===== config.mk =====
export PLATFORM = sky130hd
export DESIGN_NAME = dap_top
export DESIGN_NICKNAME = d
export VERILOG_FILES = /design/src/dap_pkg.sv /design/src/dap_top.sv /design/src/dap_port_clkgen.sv
export SDC_FILE = /design/constraint.sdc
export NUM_CORES = 1
export LEC_CHECK = 0
export BUFFER_PORTS_ARGS = -buffer_cell sky130_fd_sc_hd__buf_2
export CAP_MARGIN = 20
export CORE_MARGIN = 3
export CORE_UTILIZATION = 40
export DETAILED_ROUTE_END_ITERATION = 6
export PLACE_DENSITY = 0.62
export SYNTH_ARGS = -nofsm -noshare
export SYNTH_HDL_FRONTEND = slang
export SYNTH_SLANG_ARGS = --single-unit

===== constraint.sdc =====
create_clock -name core_clk -period 2.9 [get_ports core_clk]
set_input_delay 0.29 -clock core_clk [delete_from_list [all_inputs] [get_ports core_clk]]
set_output_delay 0.29 -clock core_clk [all_outputs]
set_load 0.01 [all_outputs]

===== src/dap_pkg.sv =====
/*
  Shared constants for the dual audio port clock routing block: register offsets,
  field positions, reset values, speed-mode and format codes, divider timing.
  Assumes a single 100 MHz core clock and a plain address/strobe register port.
*/
// Contract
// - master port with clock hiz set floats its bit and frame clocks
// - slave port keeps bit and frame clock pins as inputs always
// - both DAC serial data pins are always inputs
// - first port role: 0 slave, 1 master driving clocks
// - second port role: 0 slave, 1 master, independent of first
// - first port rate: 0 single-speed, 1 double-speed in master mode
// - second port rate: 0 single-speed, 1 double-speed in master mode
// - clock A divider codes 00..11 divide by 1, 1.5, 2, 3
// - clock B divider codes 00..11 divide by 1, 1.5, 2, 3
// - first port clock source: 0 clock A, 1 clock B
// - second port clock source: 0 clock A, 1 clock B
// - ADC clock source: 0 clock A, 1 clock B
// - ADC port source: 0 first port, 1 second port
// - ADC format: 00 left-justified 24, 01 I2S 24, others reserved
// - first DAC clock source: 0 clock A, 1 clock B
// - first DAC port source: 0 first port, 1 second port
// - first DAC format: LJ24, I2S24, RJ16, RJ24 for codes 00..11
// - second DAC clock source: 0 clock A, 1 clock B
// - second DAC port source: 0 first port, 1 second port
// - second DAC format: LJ24, I2S24, RJ16, RJ24 for codes 00..11
package dap_pkg;
  // ==========================================================
  // register offsets
  localparam logic [7:0] OFS_SYS_CTRL = 8'h02;
  localparam logic [7:0] OFS_FIRST_PORT = 8'h03;
  localparam logic [7:0] OFS_SECOND_PORT = 8'h04;
  localparam logic [7:0] OFS_ADC_CLK = 8'h06;
  localparam logic [7:0] OFS_FIRST_DAC_CLK = 8'h07;
  localparam logic [7:0] OFS_SECOND_DAC_CLK = 8'h08;
  localparam logic [7:0] OFS_STATUS = 8'h20;
  // ==========================================================
  // port control fields
  localparam int POS_ROLE = 7;
  localparam int POS_RATE = 4;
  localparam int POS_DIV_LO = 2;
  localparam int POS_SRC = 0;
  // system control fields
  localparam int POS_SYS_SEL = 3;
  localparam int POS_HIZ_FIRST = 1;
  localparam int POS_HIZ_SECOND = 0;
  // converter clocking fields
  localparam int POS_CONV_CLK = 6;
  localparam int POS_CONV_PORT = 4;
  localparam int POS_FMT_LO = 0;
  // writable masks, reserved bits stay zero
  localparam logic [7:0] MASK_PORT = 8'h9D;
  localparam logic [7:0] MASK_CONV = 8'h53;
  localparam logic [7:0] MASK_SYS = 8'h0B;
  // ==========================================================
  // reset values
  localparam logic [7:0] RST_PORT = 8'h00;
  localparam logic [7:0] RST_CONV = 8'h00;
  localparam logic [7:0] RST_SYS = 8'h00;
  // ==========================================================
  // codes
  localparam logic [1:0] FMT_LJ24 = 2'h0;
  localparam logic [1:0] FMT_I2S24 = 2'h1;
  localparam logic [1:0] FMT_RJ16 = 2'h2;
  localparam logic [1:0] FMT_RJ24 = 2'h3;
  localparam logic [1:0] DIV_1 = 2'h0;
  localparam logic [1:0] DIV_1P5 = 2'h1;
  localparam logic [1:0] DIV_2 = 2'h2;
  localparam logic [1:0] DIV_3 = 2'h3;
  // ==========================================================
  // frame timing: bit clock = divided master clock / BCLK_RATIO, frame = 64 bits
  localparam int BCLK_RATIO_SSM = 4;
  localparam int BCLK_RATIO_DSM = 2;
  localparam int BITS_PER_FRAME = 64;
  localparam logic [6:0] HALF_FRAME = 7'h20;
endpackage : dap_pkg


===== src/dap_top.sv =====
/*
  Dual audio port clock routing: register file, pin direction control for the
  two serial ports, master-mode clock generation and converter clock routing.
  Assumes one 100 MHz core clock; master clocks and port pins arrive
  asynchronously and are synchronised here.
*/
`timescale 1ns/1ps
`default_nettype none
module dap_top (
  input wire logic core_clk,
  input wire logic rst_n,
  input wire logic [7:0] reg_addr,
  input wire logic [7:0] reg_wdata,
  input wire logic reg_write,
  input wire logic reg_read,
  output logic [7:0] reg_rdata,
  input wire logic master_clock_a,
  input wire logic master_clock_b,
  input wire logic first_bit_clock_in,
  output logic first_bit_clock_out,
  output logic first_bit_clock_oe,
  input wire logic first_frame_clock_in,
  output logic first_frame_clock_out,
  output logic first_frame_clock_oe,
  input wire logic second_bit_clock_in,
  output logic second_bit_clock_out,
  output logic second_bit_clock_oe,
  input wire logic second_frame_clock_in,
  output logic second_frame_clock_out,
  output logic second_frame_clock_oe,
  input wire logic first_dac_serial_input,
  input wire logic second_dac_serial_input,
  output logic first_dac_data,
  output logic second_dac_data,
  output logic adc_clock,
  output logic adc_bit_clock,
  output logic adc_frame_clock,
  output logic [1:0] adc_format,
  output logic adc_format_valid,
  output logic first_dac_clock,
  output logic first_dac_bit_clock,
  output logic first_dac_frame_clock,
  output logic [1:0] first_dac_format,
  output logic second_dac_clock,
  output logic second_dac_bit_clock,
  output logic second_dac_frame_clock,
  output logic [1:0] second_dac_format,
  output logic system_clock
);
  // ==========================================================
  // registers
  logic [7:0] sys_ctrl;
  logic [7:0] first_port_control;
  logic [7:0] second_port_control;
  logic [7:0] adc_clocking;
  logic [7:0] first_dac_clocking;
  logic [7:0] second_dac_clocking;

  logic [7:0] next_rdata;

  // reserved bits are masked off on write, so they always hold default zero
  always_ff @(posedge core_clk or negedge rst_n)
  begin
    if (!rst_n)
    begin
      sys_ctrl <= dap_pkg::RST_SYS;
      first_port_control <= dap_pkg::RST_PORT;
      second_port_control <= dap_pkg::RST_PORT;
      adc_clocking <= dap_pkg::RST_CONV;
      first_dac_clocking <= dap_pkg::RST_CONV;
      second_dac_clocking <= dap_pkg::RST_CONV;
    end
    else if (reg_write)
    begin
      case (reg_addr)
        dap_pkg::OFS_SYS_CTRL: sys_ctrl <= reg_wdata & dap_pkg::MASK_SYS;
        dap_pkg::OFS_FIRST_PORT: first_port_control <= reg_wdata & dap_pkg::MASK_PORT;
        dap_pkg::OFS_SECOND_PORT: second_port_control <= reg_wdata & dap_pkg::MASK_PORT;
        dap_pkg::OFS_ADC_CLK: adc_clocking <= reg_wdata & dap_pkg::MASK_CONV;
        dap_pkg::OFS_FIRST_DAC_CLK: first_dac_clocking <= reg_wdata & dap_pkg::MASK_CONV;
        dap_pkg::OFS_SECOND_DAC_CLK: second_dac_clocking <= reg_wdata & dap_pkg::MASK_CONV;
        default: ;
      endcase
    end
  end

  // ==========================================================
  // field decode
  logic first_port_role;
  logic second_port_role;
  logic first_port_clock_hiz;
  logic second_port_clock_hiz;
  logic system_clock_select;

  assign first_port_role = first_port_control[dap_pkg::POS_ROLE];
  assign second_port_role = second_port_control[dap_pkg::POS_ROLE];
  assign first_port_clock_hiz = sys_ctrl[dap_pkg::POS_HIZ_FIRST];
  assign second_port_clock_hiz = sys_ctrl[dap_pkg::POS_HIZ_SECOND];
  assign system_clock_select = sys_ctrl[dap_pkg::POS_SYS_SEL];

  // ==========================================================
  // synchronisers: pins pass two flops before any logic reads them
  localparam int NSYNC = 8;
  logic [NSYNC-1:0] sync_a;
  logic [NSYNC-1:0] sync_b;
  logic [NSYNC-1:0] pins;

  assign pins = {master_clock_a, master_clock_b, first_bit_clock_in, first_frame_clock_in,
                 second_bit_clock_in, second_frame_clock_in,
                 first_dac_serial_input, second_dac_serial_input};

  always_ff @(posedge core_clk or negedge rst_n)
  begin
    if (!rst_n)
    begin
      sync_a <= '0;
      sync_b <= '0;
    end
    else
    begin
      sync_a <= pins;
      sync_b <= sync_a;
    end
  end

  logic mclk_a_s;
  logic mclk_b_s;
  logic bclk1_in_s;
  logic fclk1_in_s;
  logic bclk2_in_s;
  logic fclk2_in_s;

  assign {mclk_a_s, mclk_b_s, bclk1_in_s, fclk1_in_s, bclk2_in_s, fclk2_in_s} =
         sync_b[NSYNC-1:2];

  // data pins are inputs in every configuration; no driver exists for them
  always_ff @(posedge core_clk or negedge rst_n)
  begin
    if (!rst_n)
    begin
      first_dac_data <= 1'b0;
      second_dac_data <= 1'b0;
    end
    else
    begin
      first_dac_data <= sync_b[1];
      second_dac_data <= sync_b[0];
    end
  end

  // ==========================================================
  // master clock edge detect, on the synchronised copies only
  logic mclk_a_d;
  logic mclk_b_d;
  logic mclk_a_en;
  logic mclk_b_en;

  always_ff @(posedge core_clk or negedge rst_n)
  begin
    if (!rst_n)
    begin
      mclk_a_d <= 1'b0;
      mclk_b_d <= 1'b0;
    end
    else
    begin
      mclk_a_d <= mclk_a_s;
      mclk_b_d <= mclk_b_s;
    end
  end

  assign mclk_a_en = mclk_a_s & ~mclk_a_d;
  assign mclk_b_en = mclk_b_s & ~mclk_b_d;

  // source and divider picks; each port divides by its source clock's divider
  function automatic logic pick(input logic sel, input logic a, input logic b);
    pick = sel ? b : a;
  endfunction : pick

  function automatic logic [1:0] pick2(input logic sel, input logic [1:0] a,
                                       input logic [1:0] b);
    pick2 = sel ? b : a;
  endfunction : pick2

  logic first_src;
  logic second_src;
  logic [1:0] clock_a_divider;
  logic [1:0] clock_b_divider;

  assign first_src = first_port_control[dap_pkg::POS_SRC];
  assign second_src = second_port_control[dap_pkg::POS_SRC];
  assign clock_a_divider = first_port_control[dap_pkg::POS_DIV_LO +: 2];
  assign clock_b_divider = second_port_control[dap_pkg::POS_DIV_LO +: 2];

  // ==========================================================
  // master-mode generators; held idle in slave mode, so rate is ignored
  logic gen1_bclk;
  logic gen1_fclk;
  logic gen2_bclk;
  logic gen2_fclk;

  dap_port_clkgen u_gen1 (
    .core_clk(core_clk),
    .rst_n(rst_n),
    .run(first_port_role),
    .rate(first_port_control[dap_pkg::POS_RATE]),
    .divider(pick2(first_src, clock_a_divider, clock_b_divider)),
    .mclk_en(pick(first_src, mclk_a_en, mclk_b_en)),
    .bit_clock(gen1_bclk),
    .frame_clock(gen1_fclk)
  );

  dap_port_clkgen u_gen2 (
    .core_clk(core_clk),
    .rst_n(rst_n),
    .run(second_port_role),
    .rate(second_port_control[dap_pkg::POS_RATE]),
    .divider(pick2(second_src, clock_a_divider, clock_b_divider)),
    .mclk_en(pick(second_src, mclk_a_en, mclk_b_en)),
    .bit_clock(gen2_bclk),
    .frame_clock(gen2_fclk)
  );

  // ==========================================================
  // pin direction: drive only as master with hiz clear
  always_comb
  begin
    first_bit_clock_oe = first_port_role & ~first_port_clock_hiz;
    first_frame_clock_oe = first_port_role & ~first_port_clock_hiz;

    second_bit_clock_oe = second_port_role & ~second_port_clock_hiz;
    second_frame_clock_oe = second_port_role & ~second_port_clock_hiz;
  end

  assign first_bit_clock_out = gen1_bclk;
  assign first_frame_clock_out = gen1_fclk;

  assign second_bit_clock_out = gen2_bclk;
  assign second_frame_clock_out = gen2_fclk;

  // port clocks seen internally: own generator as master, pins as slave
  logic port1_bclk;
  logic port1_fclk;
  logic port2_bclk;
  logic port2_fclk;

  assign port1_bclk = pick(first_port_role, bclk1_in_s, gen1_bclk);
  assign port1_fclk = pick(first_port_role, fclk1_in_s, gen1_fclk);
  assign port2_bclk = pick(second_port_role, bclk2_in_s, gen2_bclk);
  assign port2_fclk = pick(second_port_role, fclk2_in_s, gen2_fclk);

  // ==========================================================
  // converter routing, registered outputs
  logic adc_psel;
  logic dac1_psel;
  logic dac2_psel;

  assign adc_psel = adc_clocking[dap_pkg::POS_CONV_PORT];
  assign dac1_psel = first_dac_clocking[dap_pkg::POS_CONV_PORT];
  assign dac2_psel = second_dac_clocking[dap_pkg::POS_CONV_PORT];

  always_ff @(posedge core_clk or negedge rst_n)
  begin
    if (!rst_n)
    begin
      adc_clock <= 1'b0;
      adc_bit_clock <= 1'b0;
      adc_frame_clock <= 1'b0;
      adc_format <= dap_pkg::FMT_LJ24;
      adc_format_valid <= 1'b1;

      first_dac_clock <= 1'b0;
      first_dac_bit_clock <= 1'b0;
      first_dac_frame_clock <= 1'b0;
      first_dac_format <= dap_pkg::FMT_LJ24;

      second_dac_clock <= 1'b0;
      second_dac_bit_clock <= 1'b0;
      second_dac_frame_clock <= 1'b0;
      second_dac_format <= dap_pkg::FMT_LJ24;

      system_clock <= 1'b0;
    end
    else
    begin
      adc_clock <= pick(adc_clocking[dap_pkg::POS_CONV_CLK], mclk_a_s, mclk_b_s);
      adc_bit_clock <= pick(adc_psel, port1_bclk, port2_bclk);
      adc_frame_clock <= pick(adc_psel, port1_fclk, port2_fclk);
      adc_format <= adc_clocking[dap_pkg::POS_FMT_LO +: 2];
      // codes 10 and 11 are reserved; flagged so the transmitter stays quiet
      adc_format_valid <= (adc_clocking[dap_pkg::POS_FMT_LO +: 2] == dap_pkg::FMT_LJ24) ||
                          (adc_clocking[dap_pkg::POS_FMT_LO +: 2] == dap_pkg::FMT_I2S24);

      first_dac_clock <= pick(first_dac_clocking[dap_pkg::POS_CONV_CLK],
                              mclk_a_s, mclk_b_s);
      first_dac_bit_clock <= pick(dac1_psel, port1_bclk, port2_bclk);
      first_dac_frame_clock <= pick(dac1_psel, port1_fclk, port2_fclk);
      first_dac_format <= first_dac_clocking[dap_pkg::POS_FMT_LO +: 2];

      second_dac_clock <= pick(second_dac_clocking[dap_pkg::POS_CONV_CLK],
                               mclk_a_s, mclk_b_s);
      second_dac_bit_clock <= pick(dac2_psel, port1_bclk, port2_bclk);
      second_dac_frame_clock <= pick(dac2_psel, port1_fclk, port2_fclk);
      second_dac_format <= second_dac_clocking[dap_pkg::POS_FMT_LO +: 2];

      // software must keep this pointing at a running clock
      system_clock <= pick(system_clock_select, mclk_a_s, mclk_b_s);
    end
  end

  // ==========================================================
  // read port: data stand the cycle after the read strobe only
  logic [7:0] status;

  assign status = {4'h0, first_port_role & first_port_clock_hiz,
                   second_port_role & second_port_clock_hiz, gen1_fclk, gen2_fclk};

  always_comb
  begin
    case (reg_addr)
      dap_pkg::OFS_SYS_CTRL: next_rdata = sys_ctrl;
      dap_pkg::OFS_FIRST_PORT: next_rdata = first_port_control;
      dap_pkg::OFS_SECOND_PORT: next_rdata = second_port_control;
      dap_pkg::OFS_ADC_CLK: next_rdata = adc_clocking;
      dap_pkg::OFS_FIRST_DAC_CLK: next_rdata = first_dac_clocking;
      dap_pkg::OFS_SECOND_DAC_CLK: next_rdata = second_dac_clocking;
      dap_pkg::OFS_STATUS: next_rdata = status;
      default: next_rdata = 8'h00;
    endcase
  end

  always_ff @(posedge core_clk or negedge rst_n)
  begin
    if (!rst_n)
      reg_rdata <= 8'h00;
    else if (reg_read)
      reg_rdata <= next_rdata;
    else
      reg_rdata <= 8'h00;
  end
endmodule : dap_top
`default_nettype wire


===== src/dap_port_clkgen.sv =====
/*
  Master-mode clock generator for one serial audio port: divides the selected
  master clock enable by 1, 1.5, 2 or 3, then makes bit and frame clocks.
  Assumes master clock edges arrive as one-cycle enables in the core clock domain.
*/
`timescale 1ns/1ps
`default_nettype none
module dap_port_clkgen (
  input wire logic core_clk,
  input wire logic rst_n,
  input wire logic run,
  input wire logic rate,
  input wire logic [1:0] divider,
  input wire logic mclk_en,
  output logic bit_clock,
  output logic frame_clock
);
  // ==========================================================
  // fractional divider: adds 2 per master edge, fires on reaching 2*ratio
  logic [2:0] acc;
  logic div_en;
  logic [2:0] limit;
  logic [1:0] bdiv;
  logic [5:0] bits;

  always_comb
  begin
    case (divider)
      dap_pkg::DIV_1: limit = 3'h2;
      dap_pkg::DIV_1P5: limit = 3'h3;
      dap_pkg::DIV_2: limit = 3'h4;
      default: limit = 3'h6;
    endcase
  end

  always_ff @(posedge core_clk or negedge rst_n)
  begin
    if (!rst_n)
    begin
      acc <= 3'h0;
      div_en <= 1'b0;
    end
    else if (!run)
    begin
      acc <= 3'h0;
      div_en <= 1'b0;
    end
    else if (mclk_en)
    begin
      // 1.5 averages: two output edges per three master edges
      if (acc + 3'h2 >= limit)
      begin
        acc <= 3'(acc + 3'h2 - limit);
        div_en <= 1'b1;
      end
      else
      begin
        acc <= 3'(acc + 3'h2);
        div_en <= 1'b0;
      end
    end
    else
      div_en <= 1'b0;
  end

  // ==========================================================
  // bit clock: half period is 2 divided edges in single speed, 1 in double
  always_ff @(posedge core_clk or negedge rst_n)
  begin
    if (!rst_n)
    begin
      bdiv <= 2'h0;
      bit_clock <= 1'b0;
      bits <= 6'h0;
      frame_clock <= 1'b0;
    end
    else if (!run)
    begin
      bdiv <= 2'h0;
      bit_clock <= 1'b0;
      bits <= 6'h0;
      frame_clock <= 1'b0;
    end
    else if (div_en)
    begin
      if (rate || bdiv == 2'h1)
      begin
        bdiv <= 2'h0;
        bit_clock <= ~bit_clock;
        if (bit_clock)
        begin
          bits <= 6'(bits + 6'h1);
          if (bits == 6'(dap_pkg::HALF_FRAME - 7'h1) || bits == 6'h3F)
            frame_clock <= ~frame_clock;
        end
      end
      else
        bdiv <= 2'(bdiv + 2'h1);
    end
  end
endmodule : dap_port_clkgen
`default_nettype wire


==> impl_metrics.csv <==
group,metric,value,unit
yosys,yosys-top-cells-area,"dfrtp_1, mux2_2, ha_1",
clock_network,cts_tree,"built",
worst_setup_path,path_buf_inv,0,
floorplanning,chipHeight,109,um
routing,firstDrtPassIters,4,
power_and_ir_drop,ir_drop,0.000308,V
floorplanning,core_area,10000,sq um
global_route,grt_pass1_vias,2801,
sta,finalHoldViolCount,0,
yosys,ys_warn_count,0,
yosys,yosysTopAreaCellShare,0.557,
power_and_ir_drop,p_leak,2.28,nW
worst_setup_path,cp.required,3.17,ns
routing,vias,2892,
routing,wirelength,8550,um
yosys,yosysSeqAreaShare,0.563,
yosys,synth.most_common_cell,"dfrtp_1",
sta,rsz0062_at_grt,"false",
yosys,yosys.area.top_type,"dfrtp_1",
finish,utilization,0.489,
worst_setup_path,cp_top_family,"compound AO/OA/AOI/OAI gates",
worst_setup_path,critPathKind,"register to register",
worst_setup_path,path_max_fanout,7,
floorplanning,pin_count,63,
clock_network,clk-insertion-delay-late,0.37,ns
worst_setup_path,crit_slowest_cell,"dfrtp_1",
yosys,synthArstFlopShare,1.00,
sta,clock.fmax,447,MHz
routing,route.detailed.drc,0,
worst_setup_path,reg2reg_depth,7,
global_route,grt.overflow.total,0,
floorplanning,die_w,109,um
sta,timing.final.ws_setup,0.661,ns
worst_setup_path,arrival,2.51,ns
yosys,synth_common_cells,"dfrtp_1, mux2_2, nor2_1",
clock_network,cts_made_buffers,9,
power_and_ir_drop,p_total,2.43,mW
clock_network,cts_setup_buffers,0,
finish,drive_gt1_frac,0.283,
routing,drtIter0Drc,144,
clock_network,cts_num_sinks,95,
worst_setup_path,worstPathCellList,"mux2_2, nor2_1, ha_1, nand2b_1, a211oi_1, o22ai_1, o32ai_1",
yosys,syn-num-nets,390,
sta,tightest_slew,0.588,ns
worst_hold_path,hold_depth,1,
floorplanning,start_util,0.423,
place,pre_cts_ws,0.720,ns
global_route,antenna_found_initial,1,
routing,avgViaCountPerCell,5.22,
finish,nets,456,
finish,fill_cells,927,
clock_network,cts-root-buf,"clkbuf_8",
worst_setup_path,cp-start-kind,"register",
status,status,"complete, no violations",
place,globalplace.congestion,0.789,
global_route,grt_start_max_net_pins,96,
floorplanning,num_rows,36,
clock_network,cts_resized,0,
sta,finClkSkew,0.00710,ns
worst_setup_path,slowest_delay,0.52,ns
yosys,ys_ff_latch,95,
yosys,synth_cells,350,
sta,tns,0,ns
finish,insertedDiodeCount,0,
sta,slew_headroom,0.607,
clock_network,clockBufferDepth,2,
clock_network,clk_pin_slew,0.10,ns
clock_network,cts_hold_buf,5,
yosys,ys_types,58,
worst_hold_path,min_path_type,"input pin to register",
finish,syn2layout_area_growth,15.8,%
yosys,synthesis.area,4230,sq um
place,io_buffers,60,
global_route,grt_pass1_wl,13700,um
yosys,synth_flop_cell,"dfrtp_1",
worst_setup_path,cp-end-kind,"register",
floorplanning,die_area,11800,sq um
routing,drtAntennaViolNets,0,
worst_setup_path,path_depth,7,
sta,setup_violations,0,
sta,period_share,0.772,
routing,wl_per_cell,15.4,um
sta,period_needed,2.24,ns
place,dp_hpwl,6160,um
yosys,synth_edf_count,0,
global_route,grt.total_usage,0.151,
yosys,avgSynthCellArea,12.1,sq um
sta,drv_slew,0,
power_and_ir_drop,power_per_cell_area,497,nW/um^2
clock_network,htree_levels,3,
run,cap_violations,0,
[area by class of cell]
type                    count  area, sq um  area share
multi-input cells         228         1730       0.353
clock buffers               9          124      0.0253
clock inverters             7         62.6      0.0128
repair buffers             67          380      0.0777
inverters                  15         56.3      0.0115
flip-flops and latches     95         2380       0.486
well taps                 133          166      0.0340
[metal layers]
metal | vias up | part of all wire | track usage | wire length [um]
met3 | 12 | 0.059 | 0.0409 | 503
met4 | 2 | 0.013 | 0.0505 | 111
met5 | - | 0.00082 | 0 | 7
met2 | 67 | 0.48 | 0.230 | 4070
met1 | 1430 | 0.45 | 0.208 | 3860
li1 | 1381 | - | - | -
[per-stage QoR]
| step | instances | instance area [sq um] | hold slack, ns |
|---|---|---|---|
| 5_1_grt | 554 | 4890 | 0.00168 |
| 2_1_floorplan | 350 | 4230 | -0.00559 |
| 4_1_cts | 554 | 4890 | 0.00228 |
| 3_3_place_gp | 533 | 4660 | 0.333 |
| 3_5_place_dp | 533 | 4660 | 0.335 |
| 6_report | 554 | 4890 | 0.0255 |
[sequential cells by signal, summed over array words and instances (netlist names), 3 cells and up]
| name | count |
|---|---|
| second_dac_clocking | 4 |
| first_port_control | 5 |
| u_gen1.acc | 3 |
| u_gen1.bits | 5 |
| u_gen2.acc | 3 |
| first_dac_clocking | 4 |
| adc_clocking | 4 |
| u_gen2.bits | 5 |
| second_port_control | 5 |
| sync_b | 8 |
| sync_a | 8 |
| sys_ctrl | 3 |
| reg_rdata | 7 |
[power breakdown]
part | leakage, nW | internal [mW] | switching, mW
logic | 0.937 | 0.0902 | 0.119
clock network | 0.0923 | 0.328 | 0.494
registers | 1.25 | 1.37 | 0.0345
total | 2.28 | 1.79 | 0.647
[placed cells by master, fill, tap and decap left out, types with 4 or more instances in the layout]
cell type | synthesis | routed
dfrtp_1 | 94 | 94
buf_2 | 1 | 59
mux2_2 | 32 | 32
nor2_1 | 32 | 32
a21oi_1 | 20 | 20
inv_1 | 15 | 15
mux2i_1 | 10 | 10
nand2_1 | 10 | 10
ha_1 | 10 | 10
nand3_1 | 9 | 9
xnor2_1 | 9 | 9
clkbuf_8 | 0 | 9
o21ai_0 | 8 | 8
nand4_1 | 7 | 7
xor2_1 | 6 | 6
nor3_1 | 5 | 5
nand2b_1 | 5 | 5
dlygate4sd3_1 | 0 | 5
a22oi_1 | 4 | 4
o21a_1 | 4 | 4
o211ai_1 | 4 | 4
[worst paths after layout]
check / start / to / slack, ns
max: first_port_control[0] / u_gen1.acc[2] / 0.66
max reg2reg: first_port_control[0] / u_gen1.acc[2] / 0.66
min reg2reg: sync_a[6] / sync_b[6] / 0.36
min in group asynchronous: rst_n / u_gen2.bits[0] / 0.49
min: master_clock_b / sync_a[6] / 0.03
max in group asynchronous: rst_n / adc_format_valid / 2.01
[kinds of logic (layout without fill, tap and decap cells)]
logic type	after synthesis	after routing	share of synthesized area
and+or+nand+nor	91	91	0.117
DFF	95	95	0.563
other	1	1	0.000887
buffers and inverters	27	98	0.0287
muxes	46	46	0.122
adders and majority gates	12	12	0.0391
xor gates and xnor gates	15	15	0.0311
AOI/OAI and AO/OA	63	63	0.0983
Power figures use the tool's default switching activity.
